[config.mk]
export PLATFORM = sky130hd
export DESIGN_NAME = eio_port
export DESIGN_NICKNAME = d
export VERILOG_FILES = /design/src/verilog/eio_line.v /design/src/verilog/eio_port.v
export VERILOG_INCLUDE_DIRS = /design/src /design/src/verilog
export SDC_FILE = /design/constraint.sdc
export NUM_CORES = 1
export LEC_CHECK = 0
export ABC_AREA = 1
export BUFFER_PORTS_ARGS = -buffer_cell sky130_fd_sc_hd__buf_2
export CORE_MARGIN = 8
export CORE_UTILIZATION = 40
export CTS_CLUSTER_DIAMETER = 120
export DETAILED_ROUTE_END_ITERATION = 10
export PLACE_DENSITY = 0.67
export SLEW_MARGIN = 20
export SYNTH_ARGS = -nofsm -noshare
export SYNTH_HDL_FRONTEND = slang
export SYNTH_SLANG_ARGS = --single-unit
[constraint.sdc]
create_clock -name pclk -period 1.4 [get_ports pclk]
set_input_delay 0.14 -clock pclk [delete_from_list [all_inputs] [get_ports pclk]]
set_output_delay 0.14 -clock pclk [all_outputs]
set_load 0.01 [all_outputs]
[src/verilog/eio_regs.vh]
/*
 * register offsets, field positions, reset values and timing counts of the
 * eight-bit io port. assumes an apb slave with 32-bit aligned words.
 */
`ifndef EIO_REGS_VH
`define EIO_REGS_VH

// register byte offsets
`define EIO_OFF_DATA      12'h000
`define EIO_OFF_DIR       12'h004
`define EIO_OFF_PULL      12'h010
`define EIO_OFF_SLOW      12'h014
`define EIO_OFF_IRQ_STAT  12'h018
`define EIO_OFF_IRQ_MASK  12'h01C

// reset values
`define EIO_DIR_RST       8'h00
`define EIO_PULL_RST      8'h00
`define EIO_SLOW_RST      1'b0
`define EIO_IRQ_RST       2'h0

// field positions
`define EIO_SLOW_BIT      0
`define EIO_IRQ_LOW_BIT   0
`define EIO_IRQ_SEVEN_BIT 1

// value returned for the write-only pull-control location
`define EIO_PULL_RD_VAL   32'h0000_0000

// slowed falling edge: time in ns and cycles at 40 MHz (rounded down, >= 1)
`define EIO_SLOW_NS       50
`define EIO_CLK_MHZ       40
`define EIO_SLOW_CYC      ((`EIO_SLOW_NS * `EIO_CLK_MHZ) / 1000)

`endif

[src/verilog/eio_line.v]
/*
 * one port line: output value, open-drain handling, pull devices and the
 * slowed falling edge. assumes pin_in is synchronous to pclk.
 */
module eio_line #(
    parameter OPEN_DRAIN = 0,
    parameter SLOW_CYC   = 2
) (
    input  wire       pclk,
    input  wire       presetn,
    input  wire       data_bit,
    input  wire       dir_bit,
    input  wire       pull_off,
    input  wire       pull_fitted,
    input  wire       pull_is_up,
    input  wire       slow_en,
    output reg        pin_out_ff,
    output reg        pin_oe_n_ff,
    output reg        pull_up_ff,
    output reg        pull_down_ff
);

    reg  [7:0] slow_cnt_ff;
    reg  [7:0] nxt_slow_cnt;
    reg        lvl_ff;
    wire       pull_on;
    wire       want;
    wire       drive;

    // pull device enabled only when fitted and its control bit is zero
    assign pull_on = pull_fitted & ~pull_off;
    assign want    = data_bit;
    // open-drain lines only ever drive low, never high
    assign drive   = dir_bit & (OPEN_DRAIN ? ~lvl_ff : 1'b1);

    // falling edges held high for slow_cyc cycles when slow enable is set
    always @* begin
        nxt_slow_cnt = 8'h00;
        if (dir_bit && slow_en && lvl_ff && !want &&
            slow_cnt_ff < SLOW_CYC[7:0]) begin
            nxt_slow_cnt = slow_cnt_ff + 8'h01;
        end
    end

    // output level tracks the data bit, delayed on slowed falls
    always @(posedge pclk or negedge presetn) begin
        if (!presetn) begin
            slow_cnt_ff  <= 8'h00;
            lvl_ff       <= 1'b1;
            pin_out_ff   <= 1'b0;
            pin_oe_n_ff  <= 1'b1;
            pull_up_ff   <= 1'b0;
            pull_down_ff <= 1'b0;
        end else begin
            slow_cnt_ff <= nxt_slow_cnt;
            if (!(dir_bit && slow_en && lvl_ff && !want &&
                  slow_cnt_ff < SLOW_CYC[7:0])) begin
                lvl_ff <= want;                        // see [RULE10]
            end
            pin_out_ff   <= OPEN_DRAIN ? 1'b0 : lvl_ff; // see [RULE12]
            pin_oe_n_ff  <= ~drive;                     // see [RULE3]
            // pullup acts always, pulldown only on inputs
            pull_up_ff   <= pull_on & pull_is_up;       // see [RULE9]
            pull_down_ff <= pull_on & ~pull_is_up & ~dir_bit;
        end
    end

endmodule // eio_line

[src/verilog/eio_port.v]
/*
 * eight-bit general-purpose io port with apb register access, pull devices,
 * slowed falling edges and pin interrupts.
 * assumes pins are synchronous to pclk and a single apb master.
 */
// Chosen here: the APB slave port.
`include "eio_regs.vh"

//////////////////////////////////////////////////////////////////////////////
// Operation
// [RULE1] eight bidirectional lines each backed by a bit of the data register at 0x0.
// [RULE2] a direction bit of one makes its line an output, zero an input (0x4).
// [RULE3] an output line drives its pin to the stored data bit.
// [RULE4] reading data returns the pin level for lines set as input.
// [RULE5] reset leaves the data register contents unchanged.
// [RULE6] reset clears direction and pull-control, so lines start as inputs with pulls on.
// [RULE7] pull-control at 0x10 is write-only and reads back an undefined value.
// [RULE8] with pulls fitted, a pull acts while its control bit is zero.
// [RULE9] a pulldown acts only on inputs, a pullup regardless of direction.
// [RULE10] slow enable set slows falling edges of lines six and seven when outputs.
// [RULE11] slow enable resets to zero.
// [RULE12] lines six and seven are open-drain and only pull low.
// [RULE13] five pins feed the interrupt request, lines zero to three among them.
// [RULE14] lines zero to three raise on a high level or rising edge, one high masks the others.
// [RULE15] line seven raises only on a falling edge, gated by its own enable.
// [RULE16] the direction register reads back what was last written.
module eio_port #(
    parameter PULL_FITTED = 1,
    parameter PULL_IS_UP  = 8'hFF,
    parameter LOW_IRQ_OPT = 1,
    parameter LOW_LEVEL   = 1
) (
    input  wire        pclk,
    input  wire        presetn,
    input  wire        psel,
    input  wire        penable,
    input  wire        pwrite,
    input  wire [11:0] paddr,
    input  wire [31:0] pwdata,
    output reg  [31:0] prdata,
    output reg         pready,
    output reg         pslverr,
    input  wire [7:0]  pin_in,
    output wire [7:0]  pin_out,
    output wire [7:0]  pin_oe_n,
    output wire [7:0]  pull_up,
    output wire [7:0]  pull_down,
    output reg         slow_fall_enable,
    output reg         irq
);

    reg  [7:0]  port_data_ff;
    reg  [7:0]  port_direction_ff;
    reg  [7:0]  port_pull_control_ff;
    reg         slow_ff;
    reg  [1:0]  irq_stat_ff;
    reg  [1:0]  irq_mask_ff;
    reg  [3:0]  low_prev_ff;
    reg         seven_prev_ff;
    reg         low_any_prev_ff;
    reg  [1:0]  nxt_irq_stat;
    reg  [31:0] nxt_prdata;
    reg         nxt_slverr;
    wire        wr_acc;
    wire        rd_acc;
    wire        setup;
    wire [7:0]  rd_data;
    wire        low_any;
    wire        low_evt;
    wire        seven_evt;
    genvar      g;

    //////////////////////////////////////////////////////////////////////////
    // apb decode: zero wait states, pready raised in the access phase
    assign setup  = psel & ~penable;
    assign wr_acc = psel & penable & pready & pwrite;
    assign rd_acc = setup & ~pwrite;

    // input lines read the pin, output lines the stored bit
    assign rd_data = (port_direction_ff & port_data_ff) |
                     (~port_direction_ff & pin_in);     // see [RULE4]

    // read mux evaluated in setup so prdata is a flop in the access phase
    always @* begin
        nxt_prdata = 32'h0000_0000;
        nxt_slverr = 1'b0;
        if (paddr == `EIO_OFF_DATA) begin
            nxt_prdata = {24'h00_0000, rd_data};
        end else if (paddr == `EIO_OFF_DIR) begin
            nxt_prdata = {24'h00_0000, port_direction_ff}; // see [RULE16]
        end else if (paddr == `EIO_OFF_PULL) begin
            nxt_prdata = `EIO_PULL_RD_VAL;              // see [RULE7]
        end else if (paddr == `EIO_OFF_SLOW) begin
            nxt_prdata = {31'h0000_0000, slow_ff};
        end else if (paddr == `EIO_OFF_IRQ_STAT) begin
            nxt_prdata = {30'h0000_0000, irq_stat_ff};
        end else if (paddr == `EIO_OFF_IRQ_MASK) begin
            nxt_prdata = {30'h0000_0000, irq_mask_ff};
        end else begin
            nxt_slverr = 1'b1;                          // unmapped address
        end
    end

    // bus handshake flops
    always @(posedge pclk or negedge presetn) begin
        if (!presetn) begin
            prdata  <= 32'h0000_0000;
            pready  <= 1'b0;
            pslverr <= 1'b0;
        end else begin
            pready  <= setup;
            pslverr <= setup & nxt_slverr;
            if (rd_acc) begin
                prdata <= nxt_prdata;
            end
        end
    end

    //////////////////////////////////////////////////////////////////////////
    // data register has no reset: contents survive reset
    always @(posedge pclk) begin
        if (wr_acc && paddr == `EIO_OFF_DATA) begin
            port_data_ff <= pwdata[7:0];                // see [RULE1] [RULE5]
        end
    end

    // control registers cleared by reset
    always @(posedge pclk or negedge presetn) begin
        if (!presetn) begin
            port_direction_ff    <= `EIO_DIR_RST;       // see [RULE6]
            port_pull_control_ff <= `EIO_PULL_RST;
            slow_ff              <= `EIO_SLOW_RST;      // see [RULE11]
            irq_mask_ff          <= `EIO_IRQ_RST;
            slow_fall_enable     <= `EIO_SLOW_RST;
        end else begin
            if (wr_acc && paddr == `EIO_OFF_DIR) begin
                port_direction_ff <= pwdata[7:0];       // see [RULE2]
            end
            if (wr_acc && paddr == `EIO_OFF_PULL) begin
                port_pull_control_ff <= pwdata[7:0];    // see [RULE8]
            end
            if (wr_acc && paddr == `EIO_OFF_SLOW) begin
                slow_ff <= pwdata[`EIO_SLOW_BIT];
            end
            if (wr_acc && paddr == `EIO_OFF_IRQ_MASK) begin
                irq_mask_ff <= pwdata[1:0];
            end
            // shared with the second port's lines outside this block
            slow_fall_enable <= slow_ff;                // see [RULE10]
        end
    end

    //////////////////////////////////////////////////////////////////////////
    // pin interrupts: lines zero to three act like the irq pin inverted
    assign low_any   = |(pin_in[3:0] & ~port_direction_ff[3:0]);
    // a rising edge counts only while no other low line is high already
    assign low_evt   = LOW_IRQ_OPT &&
                       ((LOW_LEVEL && low_any) ||
                        (|(pin_in[3:0] & ~low_prev_ff) && !low_any_prev_ff));
    assign seven_evt = seven_prev_ff & ~pin_in[7];      // see [RULE15]

    // sticky status, set wins over a write-one clear
    always @* begin
        nxt_irq_stat = irq_stat_ff;
        if (wr_acc && paddr == `EIO_OFF_IRQ_STAT) begin
            nxt_irq_stat = irq_stat_ff & ~pwdata[1:0];
        end
        if (low_evt) begin
            nxt_irq_stat[`EIO_IRQ_LOW_BIT] = 1'b1;      // see [RULE14]
        end
        if (seven_evt) begin
            nxt_irq_stat[`EIO_IRQ_SEVEN_BIT] = 1'b1;
        end
    end

    // edge history and interrupt output
    always @(posedge pclk or negedge presetn) begin
        if (!presetn) begin
            irq_stat_ff     <= `EIO_IRQ_RST;
            low_prev_ff     <= 4'h0;
            low_any_prev_ff <= 1'b0;
            seven_prev_ff   <= 1'b0;
            irq             <= 1'b0;
        end else begin
            irq_stat_ff     <= nxt_irq_stat;
            low_prev_ff     <= pin_in[3:0];
            low_any_prev_ff <= low_any;
            seven_prev_ff   <= pin_in[7];
            irq             <= |(nxt_irq_stat & irq_mask_ff); // see [RULE13]
        end
    end

    //////////////////////////////////////////////////////////////////////////
    // one line slice per pin; six and seven are open-drain with slow falls
    generate
        for (g = 0; g < 8; g = g + 1) begin : gen_line
            eio_line #(
                .OPEN_DRAIN (g >= 6),
                .SLOW_CYC   (`EIO_SLOW_CYC)
            ) u_line (
                .pclk         (pclk),
                .presetn      (presetn),
                .data_bit     (port_data_ff[g]),
                .dir_bit      (port_direction_ff[g]),
                .pull_off     (port_pull_control_ff[g]),
                .pull_fitted  (PULL_FITTED != 0),
                .pull_is_up   (PULL_IS_UP[g]),
                .slow_en      (slow_ff & (g >= 6)),     // see [RULE10]
                .pin_out_ff   (pin_out[g]),
                .pin_oe_n_ff  (pin_oe_n[g]),
                .pull_up_ff   (pull_up[g]),
                .pull_down_ff (pull_down[g])
            );
        end
    endgenerate

endmodule // eio_port

* After elaboration in Yosys (flattened, before gate mapping) *
Cells that the tools add are included.

word-level totals
  flip-flop bits (word level) = 117
  output and inout port bits = 68
  logic and storage cells = 138

cells by class
  add/subtract/negate cells = 2
  $lt $le $gt $ge = 2
  equal/unequal tests = 5
  multiplexer cells = 17
  bitwise logic cells = 41
  reductions and logical operators = 25

operators by type and width
  kind                                                         number
  logical AND 32 x 1 -> 1 bit (first input constant)           2
  2-to-1 mux 32 bit                                            2
  equality test 12 x 5 -> 1 bit (second input constant)        4
  inverter 1 bit                                               21
  adder 8 x 1 -> 8 bit (second input constant)                 2
  AND 8 bit                                                    2
  less-than comparator 8 x 2 -> 1 bit (second input constant)  2
  2-to-1 mux 8 bit                                             2
  logical AND 1 bit                                            15
  equality test 12 x 3 -> 1 bit (second input constant)        1
  logical NOT 12 bit                                           1
  2-to-1 mux 2 bit                                             5
  AND 1 bit                                                    9
  AND 4 bit                                                    2
  2-to-1 mux 1 bit                                             8
  inverter 4 bit                                               2
  inverter 8 bit                                               1
  bitwise OR 8 bit                                             1
  OR reduction 4 bit                                           2
  AND 2 bit                                                    2
  logical NOT 1 bit                                            3
  inverter 2 bit                                               1
  OR reduction 2 bit                                           1
  logical OR 1 bit                                             1

* Longest topological paths before layout *
  depth in word-level cells = 9
  depth in mapped cells = 11
  depth with buffers taken out = 11

* Modules after synthesis *
Synthesis repeated with hierarchy kept, for this count alone.

unflattened totals
  cell total of the unflattened synthesis = 574
  area, all modules = 5849.4 um^2

by module, submodules not included
  module                             times used  cells an instance  area an instance (um^2)  sequential area each (um^2)
  eio_line (gen_line[0].u_line ...)  6           37                 440.4                    327.8
  eio_port                           1           278                2356.0                   1216.2
  eio_line (gen_line[6].u_line ...)  2           37                 425.4                    302.8

* Worst setup path after synthesis *
No wires, ideal clock.

  path kind = register to register
  from = reg pready
  to = reg port_data_ff[0], enable pin
  setup time = 0.383 ns
  data arrival time = 1.229 ns
  required time = 1.017 ns
  path slack = -0.212 ns
  cell stages (with the launch flop) = 3
  period minus slack after synthesis = 1.612 ns
  cells stage by stage = dfrtp_1 -> nand4_1 -> nor3_1

on the way
  word-level cells in the longest chain between the ends = 3

ends and longest elaborated chain
  item                         RTL line        RTL
  start, declared              eio_port.v:41   output reg pready,
  start signal, assigned       eio_port.v:111  pready <= setup;
  AND 1 bit (2 in series)      eio_port.v:76   assign wr_acc = psel & penable & pready & pwrite;
  logical AND 1 bit (no line)  --
  end signal, assigned         eio_port.v:123  port_data_ff <= pwdata[7:0];
  end, declared                eio_port.v:52   reg [7:0] port_data_ff;

Every way passes these cells.
A chain may end at the register's enable or synchronous reset.

* Final worst setup path *
  from = reg pready
  to = reg port_data_ff[2], enable pin

Same word-level chain as after synthesis.

==> results.ini <==
[worst_setup_path]
reg2reg_slack_ns=0.06
r2r_cells=3
regToRegEndpoint=port_data_ff[2]$_DFFE_PP_
cp.required_ns=1.45
cp.arrival_ns=1.39
worstPathMaxFanout=8
critPathCaptureType=flop
path_buf_inv=1
crit_chain=nand4_1, nor3_2, buf_4
cpMaxStageDelayCell=dfrtp_1
critPathTopFamily=simple AND/OR/NAND/NOR gates
timing.critical_path.from_type=flop
critPathKind=reg -> reg
r2r-start=pready$_DFF_PN0_
critPathMaxStageDelay_ns=0.35
cp.depth=3

[min_path]
min-delay-start=psel
hold_class=in -> reg
min_path_cells=3
min_to=pready$_DFF_PN0_

[routing]
wl_per_cell_um=13.2
viasPerCell=4.24
wl_um=8080
drt-initial-drc-count=85
first_pass_iters=5
ant_nets=0
vias=2602
drc=0

[floorplanning]
initial_core_util_pct=41.0
die_h_um=116
die_w_um=116
design.die.area_um2=13500
ios=125
placementRows=36
coreArea_um2=9770

[timing]
finalClockSkew_ns=0.0107
rsz0062_at_grt=no
period_share_pct=95.9
setup_viol=0
finalCriticalPeriod_ns=1.34
clock.fmax_mhz=744
slew_violations=0
hold_violations=0

[global_routing]
antenna_found_initial=0
use_met3_pct=3.72
grt.busiest_layer=met2
grt_pass1_vias=2723
grt_usage_pct=12.4
grtUsageMet1_pct=15.5
grt_first_pass_wirelength_um=13000
grt_start_max_net_pins=27
use_met2_pct=19.6
gr-total-overflow=0

[logic_synthesis]
yosys.cell_count.top_type=nand2_1
synth-seq-area-share_pct=59.5
ys_seq_elements=93
syn-cell-area_um2=4010
synth_top_area_share_pct=43.0
yosysUniqueCellTypes=32
yosysTopAreaCell=dfrtp_1
synth.area.top_cells=dfrtp_1 43%, buf_4 10%, dfstp_2 10%
syn_inst=385
netlist_top_cells_count=90 x nand2_1, 69 x dfrtp_1, 56 x buf_4
yosysWarnings=0
async_flop_share_pct=91.4
ys.flop_type=dfrtp_1
synth_edf_count=8
syn_avg_cell_area_um2=10.4

[cts]
h-tree-depth=3
cts-buffers-inserted=9
clk_path_buf_depth=2
cts_tree=yes
clkLatencyLatePin_ns=0.35
cts.sinks=93
cts-root-buf=clkbuf_8
clkTransAtPathRegs_ns=0.08

[cells_and_area]
instances_no_fill=613
drive_above_1_share_pct=31.3
post-route-util_pct=48.1
syn_to_final_growth_pct=17.3
nNetsFinal=534
diodes=0

[placed_design]
placed_cells=580
place_congestion=0.821
port-buffer-count=66
dp_hpwl_um=6140

[flow_run]
maxCapViolCount=0

[status]
status=finished clean

[power_and_ir_drop]
power.density_nw_per_um2=1020
p_leak_nw=2.27
vdd_drop_max_mv=0.469

layer usage:
metal / part of all wire (%) / vias to the layer above
met4: 1.7 / 0
met3: 7.5 / 10
met2: 47 / 93
met1: 44 / 1215
li1: - / 1284
met5: 0 / -
sequential cells by signal, summed over array words and instances (netlist names):
signal,flops
gen_line.u_line.slow_cnt_ff,16
gen_line.u_line.lvl_ff,8
gen_line.u_line.pin_oe_n_ff,8
gen_line.u_line.pull_up_ff,8
port_data_ff,8
port_direction_ff,8
port_pull_control_ff,8
prdata,8
gen_line.u_line.pin_out_ff,6
low_prev_ff,4
irq_mask_ff,2
irq_stat_ff,2
irq,1
low_any_prev_ff,1
pready,1
pslverr,1
seven_prev_ff,1
slow_fall_enable,1
slow_ff,1
worst max path at each step:
stage | start | endpoint | slack, ns
floorplan | pready$_DFF_PN0_ | port_data_ff[0]$_DFFE_PP_ | 0.02
global placement | pready$_DFF_PN0_ | port_direction_ff[3]$_DFFE_PN0P_ | 0.03
CTS | pready$_DFF_PN0_ | port_direction_ff[2]$_DFFE_PN0P_ | 0.007
finish | pready$_DFF_PN0_ | port_data_ff[2]$_DFFE_PP_ | 0.06
global route | pready$_DFF_PN0_ | port_direction_ff[2]$_DFFE_PN0P_ | 0.02
detailed placement | paddr[9] | port_data_ff[4]$_DFFE_PP_ | -0.007
metrics by stage:
| step | power (mW) | instance area (um^2) | TNS [ns] | hold WS [ns] | worst slack, ns |
|---|---|---|---|---|---|
| floorplan | 2.99 | 4180 | 0 | -0.156 | 0.0163 |
| global placement | 3.07 | 4340 | 0 | 0.0867 | 0.0326 |
| detailed placement | 3.08 | 4340 | -0.0546 | 0.0820 | -0.00745 |
| CTS | 4.85 | 4670 | 0 | 0.105 | 0.00727 |
| global route | 5.02 | 4710 | 0 | 0.130 | 0.0182 |
| finish | 4.81 | 4710 | 0 | 0.110 | 0.0568 |
kinds of logic (layout without fill, tap and decap cells):
logic type                 Yosys count  in the layout  synth area share (%)
DFF                                 93             93                  59.5
other                                1             44                0.0935
and+or+nand+nor                    154            155                  18.6
buffers and inverters              104            155                  15.5
xor gates and xnor gates             1              1                 0.218
AOI/OAI and AO/OA                   30             30                  5.43
adders and majority gates            2              2                 0.624
cell type report:
| type | instances | area [um^2] |
|---|---|---|
| Inverter | 45 | 169 |
| Tap cell | 133 | 166 |
| Clock buffer | 13 | 149 |
| Sequential cell | 93 | 2390 |
| Fill cell | 883 | 5070 |
| Timing Repair Buffer | 94 | 607 |
| Clock inverter | 3 | 42.5 |
| Multi-Input combinational cell | 232 | 1180 |
timing repair:
action / 4_1_cts / 5_1_grt
hold endpoints to repair: 33 / 0
endpoints found under the setup margin: 0 / 16
resized for setup: 0 / 3
hold buffers: 14 / 0
buffers inserted: 0 / 2
layout by cell type, fill, tap and decap left out, types with 2 or more instances in the layout:
| master | instances |
|---|---|
| inv_2 | 3 |
| buf_4 | 12 |
| nand3_1 | 16 |
| dfrtp_1 | 69 |
| o21ai_2 | 16 |
| buf_12 | 2 |
| nand3_4 | 2 |
| dlygate4sd3_1 | 14 |
| o21ai_0 | 8 |
| clkbuf_8 | 10 |
| buf_2 | 65 |
| nand2_2 | 5 |
| nor2_2 | 4 |
| nor4_1 | 3 |
| o22ai_1 | 2 |
| inv_1 | 41 |
| edfxtp_1 | 8 |
| nor2_4 | 6 |
| ha_1 | 2 |
| dfstp_2 | 16 |
| inv_4 | 2 |
| nand2_1 | 90 |
| nand4_1 | 2 |
| nor2_1 | 18 |
| clkbuf_1 | 3 |
| conb_1 | 44 |
| nor3_1 | 4 |
worst reg2reg max path: stages, from the launching register on:
cell and delay (ns):
dfrtp_1 0.35, nand4_1 0.25, nor3_2 0.24, buf_4 0.21
power by group:
part / internal [mW] / switching [mW] / total (mW)
Sequential: 2.74 / 0.00759 / 2.75
Clock: 0.881 / 0.871 / 1.75
Combinational: 0.104 / 0.202 / 0.307
Note: power is estimated with default switching activity, not from simulation.
